--- src/verilog/dcr_pkg.sv ---
// Purpose: Shared constants and types of the control-board register decode
// Assumes: Byte-wide processor bus, byte addresses, one synchronous clock
// Notes:   Offsets are processor byte addresses; word index is address bits 5..1
`default_nettype none
package dcr_pkg;

    // Address space split
    localparam logic [15:0] IO_BASE       = 16'h8000;
    localparam logic [15:0] CTRL_LAST     = 16'h8027;
    localparam logic [15:0] SERIAL_FIRST  = 16'h8036;
    localparam logic [15:0] SERIAL_LAST   = 16'h805B;
    localparam logic [15:0] VIDEO_FIRST   = 16'h8060;
    localparam logic [15:0] VIDEO_LAST    = 16'h806F;
    localparam logic [15:0] ALIAS_OFFSET  = 16'h0080;
    localparam int          ALIAS_BIT     = 7;

    // Register byte offsets
    localparam logic [15:0] OFS_PLANE_ENABLE_MASK   = 16'h8000;
    localparam logic [15:0] OFS_HOST_INTERRUPT      = 16'h8002;
    localparam logic [15:0] OFS_PIXEL_READBACK      = 16'h8004;
    localparam logic [15:0] OFS_SCROLL_X_ORIGIN     = 16'h8006;
    localparam logic [15:0] OFS_SCROLL_Y_ORIGIN     = 16'h8008;
    localparam logic [15:0] OFS_TRANSFER_SOURCE     = 16'h800A;
    localparam logic [15:0] OFS_TRANSFER_DEST       = 16'h800C;
    localparam logic [15:0] OFS_POINT_UPDATE_CTRL   = 16'h800F;
    localparam logic [15:0] OFS_BACKGROUND_COLOR    = 16'h8010;
    localparam logic [15:0] OFS_FOREGROUND_COLOR    = 16'h8012;
    localparam logic [15:0] OFS_POINT_X_ADDRESS     = 16'h8014;
    localparam logic [15:0] OFS_POINT_Y_ADDRESS     = 16'h8016;
    localparam logic [15:0] OFS_GLYPH_BIT_PATTERN   = 16'h8018;
    localparam logic [15:0] OFS_HOST_EXCHANGE_LOW   = 16'h801A;
    localparam logic [15:0] OFS_HOST_EXCHANGE_HIGH  = 16'h801B;
    localparam logic [15:0] OFS_SYSTEM_CONDITION    = 16'h801C;
    localparam logic [15:0] OFS_TRANSFER_WORD_COUNT = 16'h801E;
    localparam logic [15:0] OFS_TRANSFER_ADDRESS    = 16'h8020;
    localparam logic [15:0] OFS_STEP_AND_WRITE      = 16'h8022;
    localparam logic [15:0] OFS_STEP_WITHOUT_WRITE  = 16'h8024;
    localparam logic [15:0] OFS_OPTION_SWITCHES     = 16'h8026;

    // Word indices
    localparam logic [4:0] IDX_MASK   = OFS_PLANE_ENABLE_MASK[5:1];
    localparam logic [4:0] IDX_IRQ    = OFS_HOST_INTERRUPT[5:1];
    localparam logic [4:0] IDX_RDBK   = OFS_PIXEL_READBACK[5:1];
    localparam logic [4:0] IDX_XORG   = OFS_SCROLL_X_ORIGIN[5:1];
    localparam logic [4:0] IDX_YORG   = OFS_SCROLL_Y_ORIGIN[5:1];
    localparam logic [4:0] IDX_SRC    = OFS_TRANSFER_SOURCE[5:1];
    localparam logic [4:0] IDX_DST    = OFS_TRANSFER_DEST[5:1];
    localparam logic [4:0] IDX_UPD    = OFS_POINT_UPDATE_CTRL[5:1];
    localparam logic [4:0] IDX_BG     = OFS_BACKGROUND_COLOR[5:1];
    localparam logic [4:0] IDX_FG     = OFS_FOREGROUND_COLOR[5:1];
    localparam logic [4:0] IDX_PX     = OFS_POINT_X_ADDRESS[5:1];
    localparam logic [4:0] IDX_PY     = OFS_POINT_Y_ADDRESS[5:1];
    localparam logic [4:0] IDX_GLYPH  = OFS_GLYPH_BIT_PATTERN[5:1];
    localparam logic [4:0] IDX_HX     = OFS_HOST_EXCHANGE_LOW[5:1];
    localparam logic [4:0] IDX_SYS    = OFS_SYSTEM_CONDITION[5:1];
    localparam logic [4:0] IDX_CNT    = OFS_TRANSFER_WORD_COUNT[5:1];
    localparam logic [4:0] IDX_XADR   = OFS_TRANSFER_ADDRESS[5:1];
    localparam logic [4:0] IDX_STEPW  = OFS_STEP_AND_WRITE[5:1];
    localparam logic [4:0] IDX_STEP   = OFS_STEP_WITHOUT_WRITE[5:1];
    localparam logic [4:0] IDX_OPT    = OFS_OPTION_SWITCHES[5:1];
    localparam int         NUM_WORDS  = 20;

    // Field masks and reset values
    localparam logic [15:0] MASK_PLANES   = 16'h0FFF;
    localparam logic [15:0] MASK_IRQ      = 16'h000F;
    localparam logic [15:0] MASK_XORG     = 16'h03FF;
    localparam logic [15:0] MASK_YORG     = 16'h01FF;
    localparam logic [15:0] MASK_FULL     = 16'hFFFF;
    localparam logic [7:0]  MASK_UPDATE   = 8'hF8;
    localparam logic [15:0] RST_PLANES    = 16'h0FFF;
    localparam logic [15:0] RST_ZERO      = 16'h0000;

    typedef enum logic [1:0] {
        RF_WRITE_MOVE,
        RF_READ_MOVE,
        RF_MOVE_ONLY
    } dcr_refresh_e;

    typedef struct packed {
        logic        wr;
        logic        rd;
        logic [15:0] addr;
        logic [7:0]  wdata;
    } dcr_cpu_req_s;

    typedef struct packed {
        logic         req;
        dcr_refresh_e kind;
    } dcr_refresh_cmd_s;

    // Registers that own an alias with address bit 7 set
    function automatic logic has_alias(input logic [4:0] idx);
        return (idx == IDX_MASK) || (idx == IDX_RDBK) || (idx == IDX_UPD)
            || (idx == IDX_BG) || (idx == IDX_FG) || (idx == IDX_PX)
            || (idx == IDX_PY) || (idx == IDX_STEPW) || (idx == IDX_STEP)
            || (idx == IDX_OPT);
    endfunction

    // Registers built from a staged low byte and a committing high byte
    function automatic logic is_pair_reg(input logic [4:0] idx);
        return (idx == IDX_MASK) || (idx == IDX_IRQ) || (idx == IDX_XORG)
            || (idx == IDX_YORG) || (idx == IDX_SRC) || (idx == IDX_DST)
            || (idx == IDX_BG) || (idx == IDX_FG) || (idx == IDX_PX)
            || (idx == IDX_PY) || (idx == IDX_GLYPH) || (idx == IDX_CNT)
            || (idx == IDX_XADR) || (idx == IDX_STEPW) || (idx == IDX_STEP);
    endfunction

    function automatic logic [15:0] field_mask(input logic [4:0] idx);
        if (idx == IDX_MASK || idx == IDX_BG || idx == IDX_FG) begin
            return MASK_PLANES;
        end else if (idx == IDX_IRQ) begin
            return MASK_IRQ;
        end else if (idx == IDX_XORG) begin
            return MASK_XORG;
        end else if (idx == IDX_YORG) begin
            return MASK_YORG;
        end else begin
            return MASK_FULL;
        end
    endfunction

    function automatic logic in_range(input logic [15:0] a, input logic [15:0] lo,
                                      input logic [15:0] hi);
        return (a >= lo) && (a <= hi);
    endfunction

endpackage
`default_nettype wire

--- src/verilog/dcr_io_decode.sv ---
// Purpose: Control-board address decode and register load for the 8-bit processor
// Assumes: Processor bus strobes are one-cycle pulses synchronous to clk_i
// Notes:   Refresh-memory requests are issued with the committed register value; plane_enable_o shows a new mask one cycle later
`default_nettype none
module dcr_io_decode
    import dcr_pkg::*;
#(
    parameter int PLANES   = 12,
    parameter int IRQ_BITS = 4
) (
    input  wire logic             clk_i,
    input  wire logic             rst_i,
    input  wire dcr_cpu_req_s     cpu_req_i,
    input  wire logic [11:0]      readback_data_i,
    input  wire logic [15:0]      system_condition_i,
    input  wire logic [15:0]      option_switches_i,
    output logic [7:0]            rdata_o,
    output logic                  rdata_valid_o,
    output logic                  mem_sel_o,
    output logic                  serial_sel_o,
    output logic                  video_sel_o,
    output dcr_refresh_cmd_s      refresh_o,
    output logic [PLANES-1:0]     plane_enable_o,
    output logic [11:0]           foreground_o,
    output logic [11:0]           background_o,
    output logic [7:0]            point_update_o,
    output logic [15:0]           point_x_o,
    output logic [15:0]           point_y_o,
    output logic [9:0]            scroll_x_o,
    output logic [8:0]            scroll_y_o,
    output logic [15:0]           xfer_source_o,
    output logic [15:0]           xfer_dest_o,
    output logic [15:0]           xfer_count_o,
    output logic [15:0]           xfer_addr_o,
    output logic [15:0]           glyph_o,
    output logic [15:0]           host_exchange_o,
    output logic [IRQ_BITS-1:0]   host_irq_lines_o,
    output logic                  host_irq_strobe_o
);

    initial begin
        if (PLANES < 1 || PLANES > 12) begin
            $error("PLANES must lie between 1 and 12");
        end
        if (IRQ_BITS < 1 || IRQ_BITS > 4) begin
            $error("IRQ_BITS must lie between 1 and 4");
        end
    end

    // Address fields
    logic [15:0] addr;
    logic [15:0] base_addr;
    logic [4:0]  idx;
    logic        hi_byte;
    logic        alias_sel;
    logic        ctrl_hit;
    logic        acc_ok;
    logic        wr_go;
    logic        rd_go;

    assign addr      = cpu_req_i.addr;
    assign alias_sel = addr[ALIAS_BIT];
    assign base_addr = alias_sel ? (addr - ALIAS_OFFSET) : addr;
    assign idx       = addr[5:1];
    assign hi_byte   = addr[0];

    // Alias range is the plain range shifted by bit 7
    assign ctrl_hit  = in_range(base_addr, IO_BASE, CTRL_LAST);
    // An alias a register does not own is never acted on
    assign acc_ok    = ctrl_hit && (!alias_sel || has_alias(idx));
    assign wr_go     = cpu_req_i.wr && acc_ok;
    assign rd_go     = cpu_req_i.rd && acc_ok;

    // Space routing, registered per access
    always_ff @(posedge clk_i or posedge rst_i) begin
        if (rst_i) begin
            mem_sel_o <= 1'b0;
        end else begin
            mem_sel_o <= (cpu_req_i.wr || cpu_req_i.rd) && (addr < IO_BASE);
        end
    end

    always_ff @(posedge clk_i or posedge rst_i) begin
        if (rst_i) begin
            serial_sel_o <= 1'b0;
        end else begin
            serial_sel_o <= (cpu_req_i.wr || cpu_req_i.rd)
                            && in_range(addr, SERIAL_FIRST, SERIAL_LAST);
        end
    end

    always_ff @(posedge clk_i or posedge rst_i) begin
        if (rst_i) begin
            video_sel_o <= 1'b0;
        end else begin
            video_sel_o <= (cpu_req_i.wr || cpu_req_i.rd)
                           && in_range(addr, VIDEO_FIRST, VIDEO_LAST);
        end
    end

    // Byte-pair registers
    logic [NUM_WORDS-1:0][15:0] word_val;
    logic [NUM_WORDS-1:0]       commit_vec;

    for (genvar gi = 0; gi < NUM_WORDS; gi++) begin : g_word
        localparam logic [4:0] WI = 5'(gi);
        if (is_pair_reg(WI)) begin : g_pair
            dcr_byte_pair_reg #(
                .FIELD_MASK (field_mask(WI)),
                .RESET_VAL  ((WI == IDX_MASK) ? RST_PLANES : RST_ZERO),
                .STRICT     (WI == IDX_MASK)
            ) u_reg (
                .clk_i    (clk_i),
                .rst_i    (rst_i),
                .wr_any_i (cpu_req_i.wr),
                .wr_lo_i  (wr_go && (idx == WI) && !hi_byte),
                .wr_hi_i  (wr_go && (idx == WI) && hi_byte),
                .wdata_i  (cpu_req_i.wdata),
                .commit_o (commit_vec[gi]),
                .value_o  (word_val[gi])
            );
        end else begin : g_none
            assign commit_vec[gi] = 1'b0;
            assign word_val[gi]   = RST_ZERO;
        end
    end

    // Update control needs only its odd address; the even one is ignored
    logic [7:0] update_ctrl_r;
    logic       update_wr;

    assign update_wr = wr_go && (idx == IDX_UPD) && hi_byte;

    always_ff @(posedge clk_i or posedge rst_i) begin
        if (rst_i) begin
            update_ctrl_r <= 8'h00;
        end else if (update_wr) begin
            update_ctrl_r <= cpu_req_i.wdata & MASK_UPDATE;
        end
    end

    // Host exchange bytes are independent, each at its own address
    logic [7:0] exch_lo_r;
    logic [7:0] exch_hi_r;

    always_ff @(posedge clk_i or posedge rst_i) begin
        if (rst_i) begin
            exch_lo_r <= 8'h00;
        end else if (wr_go && (addr == OFS_HOST_EXCHANGE_LOW)) begin
            exch_lo_r <= cpu_req_i.wdata;
        end
    end

    always_ff @(posedge clk_i or posedge rst_i) begin
        if (rst_i) begin
            exch_hi_r <= 8'h00;
        end else if (wr_go && (addr == OFS_HOST_EXCHANGE_HIGH)) begin
            exch_hi_r <= cpu_req_i.wdata;
        end
    end

    // Refresh-memory request, raised only by an alias write that completes a load or an alias low-byte readback read
    logic         rf_fire;
    dcr_refresh_e rf_kind;

    always_comb begin
        rf_fire = 1'b0;
        rf_kind = RF_WRITE_MOVE;
        if (alias_sel && wr_go && hi_byte) begin
            if (idx == IDX_UPD) begin
                rf_fire = 1'b1;
                rf_kind = RF_WRITE_MOVE;
            end else if (idx == IDX_STEP) begin
                rf_fire = commit_vec[IDX_STEP];
                rf_kind = RF_MOVE_ONLY;
            end else if (idx == IDX_PX || idx == IDX_PY) begin
                rf_fire = commit_vec[idx];
                rf_kind = RF_MOVE_ONLY;
            end else if (idx == IDX_MASK) begin
                // Plain write of the present foreground through the new mask
                rf_fire = commit_vec[IDX_MASK];
                rf_kind = RF_WRITE_MOVE;
            end else if (is_pair_reg(idx)) begin
                rf_fire = commit_vec[idx];
                rf_kind = RF_WRITE_MOVE;
            end
        end else if (alias_sel && rd_go && (idx == IDX_RDBK) && !hi_byte) begin
            // One fetch per element, started by the low-byte read
            rf_fire = 1'b1;
            rf_kind = RF_READ_MOVE;
        end
    end

    // Request appears together with the committed value, one cycle before plane_enable_o shows a new mask
    always_ff @(posedge clk_i or posedge rst_i) begin
        if (rst_i) begin
            refresh_o <= '{req: 1'b0, kind: RF_WRITE_MOVE};
        end else begin
            refresh_o <= '{req: rf_fire, kind: rf_kind};
        end
    end

    // Local copy of the staged interrupt low byte, so the strobe needs no peek inside
    logic [7:0]  irq_lo_r;
    logic [15:0] irq_next;

    always_ff @(posedge clk_i or posedge rst_i) begin
        if (rst_i) begin
            irq_lo_r <= 8'h00;
        end else if (wr_go && (idx == IDX_IRQ) && !hi_byte) begin
            irq_lo_r <= cpu_req_i.wdata;
        end
    end

    assign irq_next = {cpu_req_i.wdata, irq_lo_r} & MASK_IRQ;

    // Interrupt strobe marks a load that sets any line
    always_ff @(posedge clk_i or posedge rst_i) begin
        if (rst_i) begin
            host_irq_strobe_o <= 1'b0;
        end else begin
            host_irq_strobe_o <= commit_vec[IDX_IRQ]
                                 && (irq_next[IRQ_BITS-1:0] != '0);
        end
    end

    // Read path
    function automatic logic [15:0] read_word(input logic [4:0] i);
        if (i == IDX_RDBK) begin
            return {4'h0, readback_data_i};
        end else if (i == IDX_UPD) begin
            return {update_ctrl_r, 8'h00};
        end else if (i == IDX_HX) begin
            return {exch_hi_r, exch_lo_r};
        end else if (i == IDX_SYS) begin
            return system_condition_i;
        end else if (i == IDX_OPT) begin
            return option_switches_i;
        end else if (i == IDX_STEPW || i == IDX_STEP) begin
            return RST_ZERO;
        end else begin
            return word_val[i];
        end
    endfunction

    logic [15:0] rd_word;

    assign rd_word = read_word(idx);

    always_ff @(posedge clk_i or posedge rst_i) begin
        if (rst_i) begin
            rdata_o <= 8'h00;
        end else if (rd_go) begin
            rdata_o <= hi_byte ? rd_word[15:8] : rd_word[7:0];
        end
    end

    always_ff @(posedge clk_i or posedge rst_i) begin
        if (rst_i) begin
            rdata_valid_o <= 1'b0;
        end else begin
            rdata_valid_o <= rd_go;
        end
    end

    // Outputs taken from register flops
    always_ff @(posedge clk_i or posedge rst_i) begin
        if (rst_i) begin
            plane_enable_o <= PLANES'(RST_PLANES);
        end else begin
            plane_enable_o <= word_val[IDX_MASK][PLANES-1:0];
        end
    end

    // Mirror flops add one cycle; mask holds since only a full pair commits
    always_ff @(posedge clk_i or posedge rst_i) begin
        if (rst_i) begin
            host_irq_lines_o <= '0;
        end else begin
            host_irq_lines_o <= word_val[IDX_IRQ][IRQ_BITS-1:0];
        end
    end

    assign foreground_o    = word_val[IDX_FG][11:0];
    assign background_o    = word_val[IDX_BG][11:0];
    assign point_update_o  = update_ctrl_r;
    assign point_x_o       = word_val[IDX_PX];
    assign point_y_o       = word_val[IDX_PY];
    assign scroll_x_o      = word_val[IDX_XORG][9:0];
    assign scroll_y_o      = word_val[IDX_YORG][8:0];
    assign xfer_source_o   = word_val[IDX_SRC];
    assign xfer_dest_o     = word_val[IDX_DST];
    assign xfer_count_o    = word_val[IDX_CNT];
    assign xfer_addr_o     = word_val[IDX_XADR];
    assign glyph_o         = word_val[IDX_GLYPH];
    assign host_exchange_o = {exch_hi_r, exch_lo_r};

    // The mask keeps its value between complete reloads
    // Pulse length of interrupt bits is left to software

endmodule
`default_nettype wire

--- src/verilog/dcr_byte_pair_reg.sv ---
// Purpose: One 16-bit register loaded as a low/high byte pair
// Assumes: At most one bus write per clock
// Notes:   Low byte waits in a staging latch; the high byte commits both bytes
`default_nettype none
module dcr_byte_pair_reg
    import dcr_pkg::*;
#(
    parameter logic [15:0] FIELD_MASK = 16'hFFFF,
    parameter logic [15:0] RESET_VAL  = 16'h0000,
    parameter bit          STRICT     = 1'b0
) (
    input  wire logic        clk_i,
    input  wire logic        rst_i,
    input  wire logic        wr_any_i,
    input  wire logic        wr_lo_i,
    input  wire logic        wr_hi_i,
    input  wire logic [7:0]  wdata_i,
    output logic             commit_o,
    output logic [15:0]      value_o
);

    logic [7:0]  stage_r;
    logic        armed_r;
    logic [15:0] value_r;

    // Strict registers refuse a high byte not directly preceded by its low byte
    assign commit_o = wr_hi_i && (armed_r || !STRICT);
    assign value_o  = value_r;

    always_ff @(posedge clk_i or posedge rst_i) begin
        if (rst_i) begin
            stage_r <= 8'h00;
        end else if (wr_lo_i) begin
            stage_r <= wdata_i;
        end
    end

    // Any other write breaks the back-to-back sequence
    always_ff @(posedge clk_i or posedge rst_i) begin
        if (rst_i) begin
            armed_r <= 1'b0;
        end else if (wr_any_i) begin
            armed_r <= wr_lo_i;
        end
    end

    always_ff @(posedge clk_i or posedge rst_i) begin
        if (rst_i) begin
            value_r <= RESET_VAL & FIELD_MASK;
        end else if (commit_o) begin
            value_r <= {wdata_i, stage_r} & FIELD_MASK;
        end
    end

endmodule
`default_nettype wire

--- config.mk ---
export PLATFORM = sky130hd
export DESIGN_NAME = dcr_io_decode
export DESIGN_NICKNAME = d
export VERILOG_FILES = /design/src/verilog/dcr_pkg.sv /design/src/verilog/dcr_io_decode.sv /design/src/verilog/dcr_byte_pair_reg.sv
export SDC_FILE = /design/constraint.sdc
export NUM_CORES = 1
export LEC_CHECK = 0
export BUFFER_PORTS_ARGS = -buffer_cell sky130_fd_sc_hd__buf_4
export CAP_MARGIN = 30
export CORE_ASPECT_RATIO = 1.1
export CORE_UTILIZATION = 40
export DETAILED_ROUTE_END_ITERATION = 12
export MAX_ROUTING_LAYER = met4
export PLACE_DENSITY = 0.7
export SYNTH_ARGS = -nofsm -noshare
export SYNTH_HDL_FRONTEND = slang
export SYNTH_SLANG_ARGS = --single-unit
--- constraint.sdc ---
create_clock -name clk_i -period 18.8 [get_ports clk_i]
set_clock_uncertainty 0.1 [all_clocks]
set_input_delay 1.88 -clock clk_i [delete_from_list [all_inputs] [get_ports clk_i]]
set_output_delay 1.88 -clock clk_i [all_outputs]
set_load 0.01 [all_outputs]
== After elaboration in Yosys (flattened, before gate mapping) ==
Cells that the tools add are included.

* Add/sub/neg operators: 1
* $lt $le $gt $ge: 8
* Eq/ne operators: 21
* Multiplexer cells: 24
* Reduce and logical (&&, ||, !) cells: 96

{| class="wikitable"
|+ Operator list
! kind !! count
|-
| 16-bit two-way mux || 8
|-
| 16-bit binary-select mux with 5-bit select || 1
|-
| 1-bit logical AND || 65
|-
| 16-bit >= comparator, second input constant || 3
|-
| 16-bit less-or-equal comparator, second input constant || 3
|-
| 5-bit by 4-bit equality test with 1-bit output, second input constant || 8
|-
| 16-bit equality test, second input constant || 2
|-
| 1-bit logical OR || 27
|-
| 5-bit by 3-bit equality test with 1-bit output, second input constant || 4
|-
| 5-bit equality test, second input constant || 4
|-
| 16-bit less-than comparator, second input constant || 1
|-
| 16-bit by 8-bit subtractor with 16-bit output, second input constant || 1
|-
| 5-bit by 2-bit equality test with 1-bit output, second input constant || 2
|-
| 1-bit two-way mux || 9
|-
| 2-bit two-way mux || 4
|-
| 8-bit two-way mux || 1
|-
| 5-bit by 6-bit less-than comparator with 1-bit output, second input constant || 1
|-
| 1-bit binary-select mux with 5-bit select || 1
|-
| 5-bit by 1-bit equality test with 1-bit output, second input constant || 1
|-
| 5-bit zero test || 1
|-
| 4-bit nonzero test || 1
|-
| 1-bit zero test || 2
|}

* Bits in registers: 373
* Bits of input ports: 72
* Output and inout port bits: 211
* Word-level logic and storage cells: 194

== Depth between registers and ports, before layout ==
* Word-level depth: 24
* Gate-level depth with buffers: 10
* Gate-level depth less buffers: 7

== Cells and area by module ==
A second synthesis with hierarchy kept.

* Cell total of the unflattened synthesis: 1,330
* Area total of the unflattened synthesis: 18,266.3 um^2

{| class="wikitable"
|+ Modules (own cells, without submodules)
! module !! times used !! cells an instance !! area each (um^2) !! seq. area each (um^2)
|-
| dcr_byte_pair_reg at g_word[10].g_pair.u_reg ... || 9 || 53 || 955.9 || 600.6
|-
| dcr_io_decode || 1 || 579 || 5,157.4 || 1,441.4
|-
| dcr_byte_pair_reg at g_word[8].g_pair.u_reg ... || 2 || 49 || 830.8 || 500.5
|-
| dcr_byte_pair_reg at g_word[0].g_pair.u_reg || 1 || 52 || 874.6 || 540.5
|-
| dcr_byte_pair_reg at g_word[3].g_pair.u_reg || 1 || 47 || 803.3 || 450.4
|-
| dcr_byte_pair_reg at g_word[4].g_pair.u_reg || 1 || 46 || 770.7 || 425.4
|-
| dcr_byte_pair_reg at g_word[1].g_pair.u_reg || 1 || 31 || 395.4 || 200.2
|}

== Worst setup path before layout ==
OpenSTA, ideal clock, no wires.

* Path kind: in2reg
* Start: input cpu_req_i[12] (netlist bit)
* End: register g_word[10].g_pair.u_reg.value_r[0]
* Library setup time: 125 ps
* Arrival: 4,051 ps
* Data required time: 18,575 ps
* Slack: 14,524 ps
* Cell stages on the path: 10
* Path buffers: 4
* Cell sequence: buf_6 -> o21bai_1 -> a221o_1 -> a311o_1 -> buf_6 -> or3_1 -> buf_6 -> nor2_8 -> buf_12 -> mux2_4

* Longest elaborated chain between the ends: 15
* Elaborated cells between the ends (all ways): 29
* Those cells by class: add/sub: 1; order compare: 2; eq/ne: 9; mux: 1; reduce/logical: 16

{| class="wikitable"
|+ Ends and longest elaborated chain
! element !! line !! RTL
|-
| from (decl) || dcr_io_decode.sv:13 || <nowiki>input wire dcr_cpu_req_s cpu_req_i,</nowiki>
|-
| parallel branches: the longest is 13 deep, another holds 16-bit by 8-bit subtractor with 16-bit output || n/a ||
|-
| 1-bit logical AND (*) (2 in a row) || dcr_io_decode.sv:117 || <nowiki>.wr_hi_i (wr_go && (idx == WI) && hi_byte),</nowiki>
|-
| to (signal assigned) || dcr_byte_pair_reg.sv:49 || <nowiki>value_r <= RESET_VAL & FIELD_MASK;</nowiki>
|-
| to (signal assigned) || dcr_byte_pair_reg.sv:51 || <nowiki>value_r <= {wdata_i, stage_r} & FIELD_MASK;</nowiki>
|-
| to (decl) || dcr_byte_pair_reg.sv:24 || <nowiki>logic [15:0] value_r;</nowiki>
|}

Mark *: on every way between the ends.
A chain may end at the register's enable or synchronous reset.

== Final worst setup path ==
* Start: input cpu_req_i[9] (netlist bit)
* End: register g_word[9].g_pair.u_reg.value_r[5]

* Longest elaborated chain between the ends: 15
* Elaborated cells between the ends (all ways): 29
* Those cells by class: add/sub: 1; order compare: 2; eq/ne: 9; mux: 1; reduce/logical: 16

{| class="wikitable"
|+ Ends and longest elaborated chain
! element !! line
|-
| parallel branches: the longest is 13 deep, another holds 16-bit by 8-bit subtractor with 16-bit output || n/a
|-
| 1-bit logical AND (*) (2 in a row) || dcr_io_decode.sv:117
|-
| to (signal assigned) || dcr_byte_pair_reg.sv:49
|-
| to (signal assigned) || dcr_byte_pair_reg.sv:51
|-
| to (decl) || dcr_byte_pair_reg.sv:24
|}

Marked as above.

==> results.json <==
{
  "swShare": 0.234,
  "gp_congestion": 0.956,
  "hold_viol": 0,
  "status": "completed",
  "fmax_mhz": 196,
  "p_clk_frac": 0.465,
  "numCtsBuffers": 35,
  "dieArea_sq_mm": 0.0377,
  "min_period_ns": 5.10,
  "path_cells": "buf_4 > buf_4 > nand4_1 > a311o_1 > or3_1 > nor2_4 > mux2_2",
  "synth_area_sq_mm": 0.0148,
  "grt_max_degree": 118,
  "synth_edf_count": 0,
  "antenna_cells": 0,
  "worstMarginPinSlew_ns": 0.982,
  "clk_pin_slew_ns": 0.06,
  "wl_per_cell_um": 27.2,
  "place.port_buffers": 279,
  "cp-start-kind": "input pin",
  "critical_path_class": "input pin to flop",
  "ios": 283,
  "setup_tns_ns": 0,
  "die_h_um": 204,
  "p_sw_mw": 0.345,
  "vias": 11100,
  "synth.area.top_cells": "dfrtp_1 (51%), mux2_2 (22%), dfstp_2 (4.3%), mux2i_1 (1.9%), clkbuf_1 (1.6%)",
  "power.density_mw_per_mm2": 80.5,
  "report.final.setup_viol": 0,
  "critical_path_required_ns": 19.10,
  "grt_pass1_wl_um": 74100,
  "slew-limit-headroom": 0.339,
  "grt_overflow_total": 0,
  "antenna_left": 0,
  "final-instance-count-excl-fill": 1867,
  "nets": 1426,
  "synth_top_area_share": 0.510,
  "rsz0062_at_grt": "false",
  "report.final.slew_viol_count": 0,
  "max-clock-path-buffers": 3,
  "syn_area_per_cell_sq_um": 13.3,
  "cts_tree": "built",
  "worstPathMaxFanout": 46,
  "rows": 73,
  "clock_latency_ns": 0.53,
  "path_common_cell": "buf_4",
  "viasPerCell": 5.96,
  "ir_drop_mv": 0.0518,
  "placed_cells_incl_taps": 1804,
  "syn2layout_area_growth_pct": 23.9,
  "synth_seq_cells": 325,
  "cts_resized": 0,
  "hold_path_class": "flop to flop",
  "clock-sinks": 325,
  "synth_warnings": 0,
  "period_share": 0.271,
  "synth_flop_cell": "dfrtp_1",
  "yosysSeqAreaShare": 0.553,
  "dr.pass1.iters": 6,
  "max_cap_viol_count": 0,
  "routed_wirelength_um": 50800,
  "core-area_sq_mm": 0.0363,
  "ys_types": 73,
  "antenna_found_initial": 0,
  "arrival_ns": 5.40,
  "start_util": 0.407,
  "slowest_delay_ns": 0.63,
  "postPlaceCellArea_sq_mm": 0.0171,
  "fillerInstances": 3156,
  "post_cts_buffers": 0,
  "htree_levels": 2,
  "synthCells": 1112,
  "hpwl_um": 35800,
  "grt_pass1_vias": 11200,
  "die_w_um": 185,
  "synth_area_leader_cell": "dfrtp_1",
  "cts.hold.buffers_added": 0,
  "final_common_cell": "dfrtp_1",
  "power.leakage_nw": 9.08,
  "first_iter_violations": 1201,
  "final_util": 0.505,
  "grt_usage": 0.278,
  "cpMaxStageDelayCell": "a311o_1",
  "final_area_sq_mm": 0.0183,
  "comb_power_share": 0.059,
  "sequentialPowerShare": 0.476,
  "ys_async_sr_fraction": 1.00,
  "final_cell_mix": "dfrtp_1 (301), mux2_2 (294), buf_4 (293)",
  "p_int_mw": 1.13,
  "drive_gt1_frac": 0.506,
  "cts-root-buf": "clkbuf_16",
  "drc_errors": 0,
  "cp-end-kind": "flop"
}
## power by group through the flow
stage	registers (mW)	logic, mW	clock network [mW]
3_5_place_dp	0.713	0.0845	0
4_1_cts	0.701	0.0847	0.691
6_report	0.701	0.0867	0.685
5_1_grt	0.700	0.0919	0.722
2_1_floorplan	0.714	0.0460	0
3_3_place_gp	0.713	0.0837	0
## final timing paths
path | from | end | slack [ns] | cells after the start
max | cpu_req_i[9] | g_word[9].g_pair.u_reg.value_o[5] | 13.70 | 7
min in group asynchronous | rst_i | host_irq_lines_o[1] | 1.37 | 2
max in group asynchronous | rst_i | g_word[4].g_pair.u_reg.stage_r[0] | 15.69 | 3
min | g_word[0].g_pair.u_reg.value_o[3] | plane_enable_o[3] | 0.28 | 0
max reg2reg | g_word[9].g_pair.u_reg.value_o[4] | rdata_o[4] | 16.21 | 6
min reg2reg | g_word[0].g_pair.u_reg.value_o[3] | plane_enable_o[3] | 0.28 | 0
## kinds of logic (layout without fill, tap and decap cells)
logic type / after synthesis / count (layout) / share of synthesized area
multiplexers: 337 / 337 / 0.261
flip-flops: 325 / 325 / 0.553
buffers and inverters: 99 / 365 / 0.0322
XOR/XNOR: 1 / 1 / 0.000593
AND/OR/NAND/NOR: 185 / 185 / 0.0697
AO/OA/AOI/OAI: 164 / 164 / 0.0835
other: 1 / 3 / 0.000254
## routing by layer
layer	global-route usage	vias up	share of wire
li1	-	4617	-
met1	0.360	5704	0.40
met2	0.425	681	0.47
met3	0.0548	128	0.088
met4	0.116	0	0.045
met5	-	-	0
## worst max-delay path, delay by kind of cell
kind | cells | cell delay [ns]
AO/OA/AOI/OAI | 1 | 0.63
multiplexers | 1 | 0.40
buffers and inverters | 2 | 1.01
AND/OR/NAND/NOR | 3 | 1.44
## state kept, by name (all words and copies together) (netlist names)
register,flops
g_word.g_pair.u_reg.value_o,171
point_update_o,5
g_word.g_pair.u_reg.stage_r,96
host_irq_strobe_o,1
exch_lo_r,8
rdata_valid_o,1
host_irq_lines_o,4
g_word.g_pair.u_reg.armed_r,1
serial_sel_o,1
rdata_o,8
exch_hi_r,8
refresh_o,3
plane_enable_o,12
video_sel_o,1
irq_lo_r,4
mem_sel_o,1
## cell usage after synthesis, drive strengths merged, types with 9 or more instances
library cell,n
o21ai,21
a221oi,18
a221o,13
a22oi,20
buf,28
mux2,304
a21oi,19
nor3,18
mux2i,28
dfstp,24
a31oi,9
nand3,14
clkbuf,62
dfrtp,301
nor2,46
nand2,41
nand2b,9
## through the flow
step                      power (mW)  setup slack [ns]  hold WS [ns]
final                           1.47             13.70         0.278
after global routing            1.51             13.57         0.283
after CTS                       1.48             13.76         0.279
after detailed placement       0.798             13.21         0.271
after global placement         0.797             13.31         0.268
after floorplan                0.760              7.86         0.256
## final cells by class
type / count / area, sq um / share of cell area
Timing Repair Buffer: 293 / 2200 / 0.120
Clock inverter: 4 / 37.5 / 0.00205
Inverter: 9 / 41.3 / 0.00226
Tap cell: 487 / 609 / 0.0333
Multi-Input combinational cell: 690 / 6130 / 0.335
Sequential cell: 325 / 8160 / 0.446
Clock buffer: 59 / 1110 / 0.0606
No activity file was read; power rests on OpenSTA's default activity.
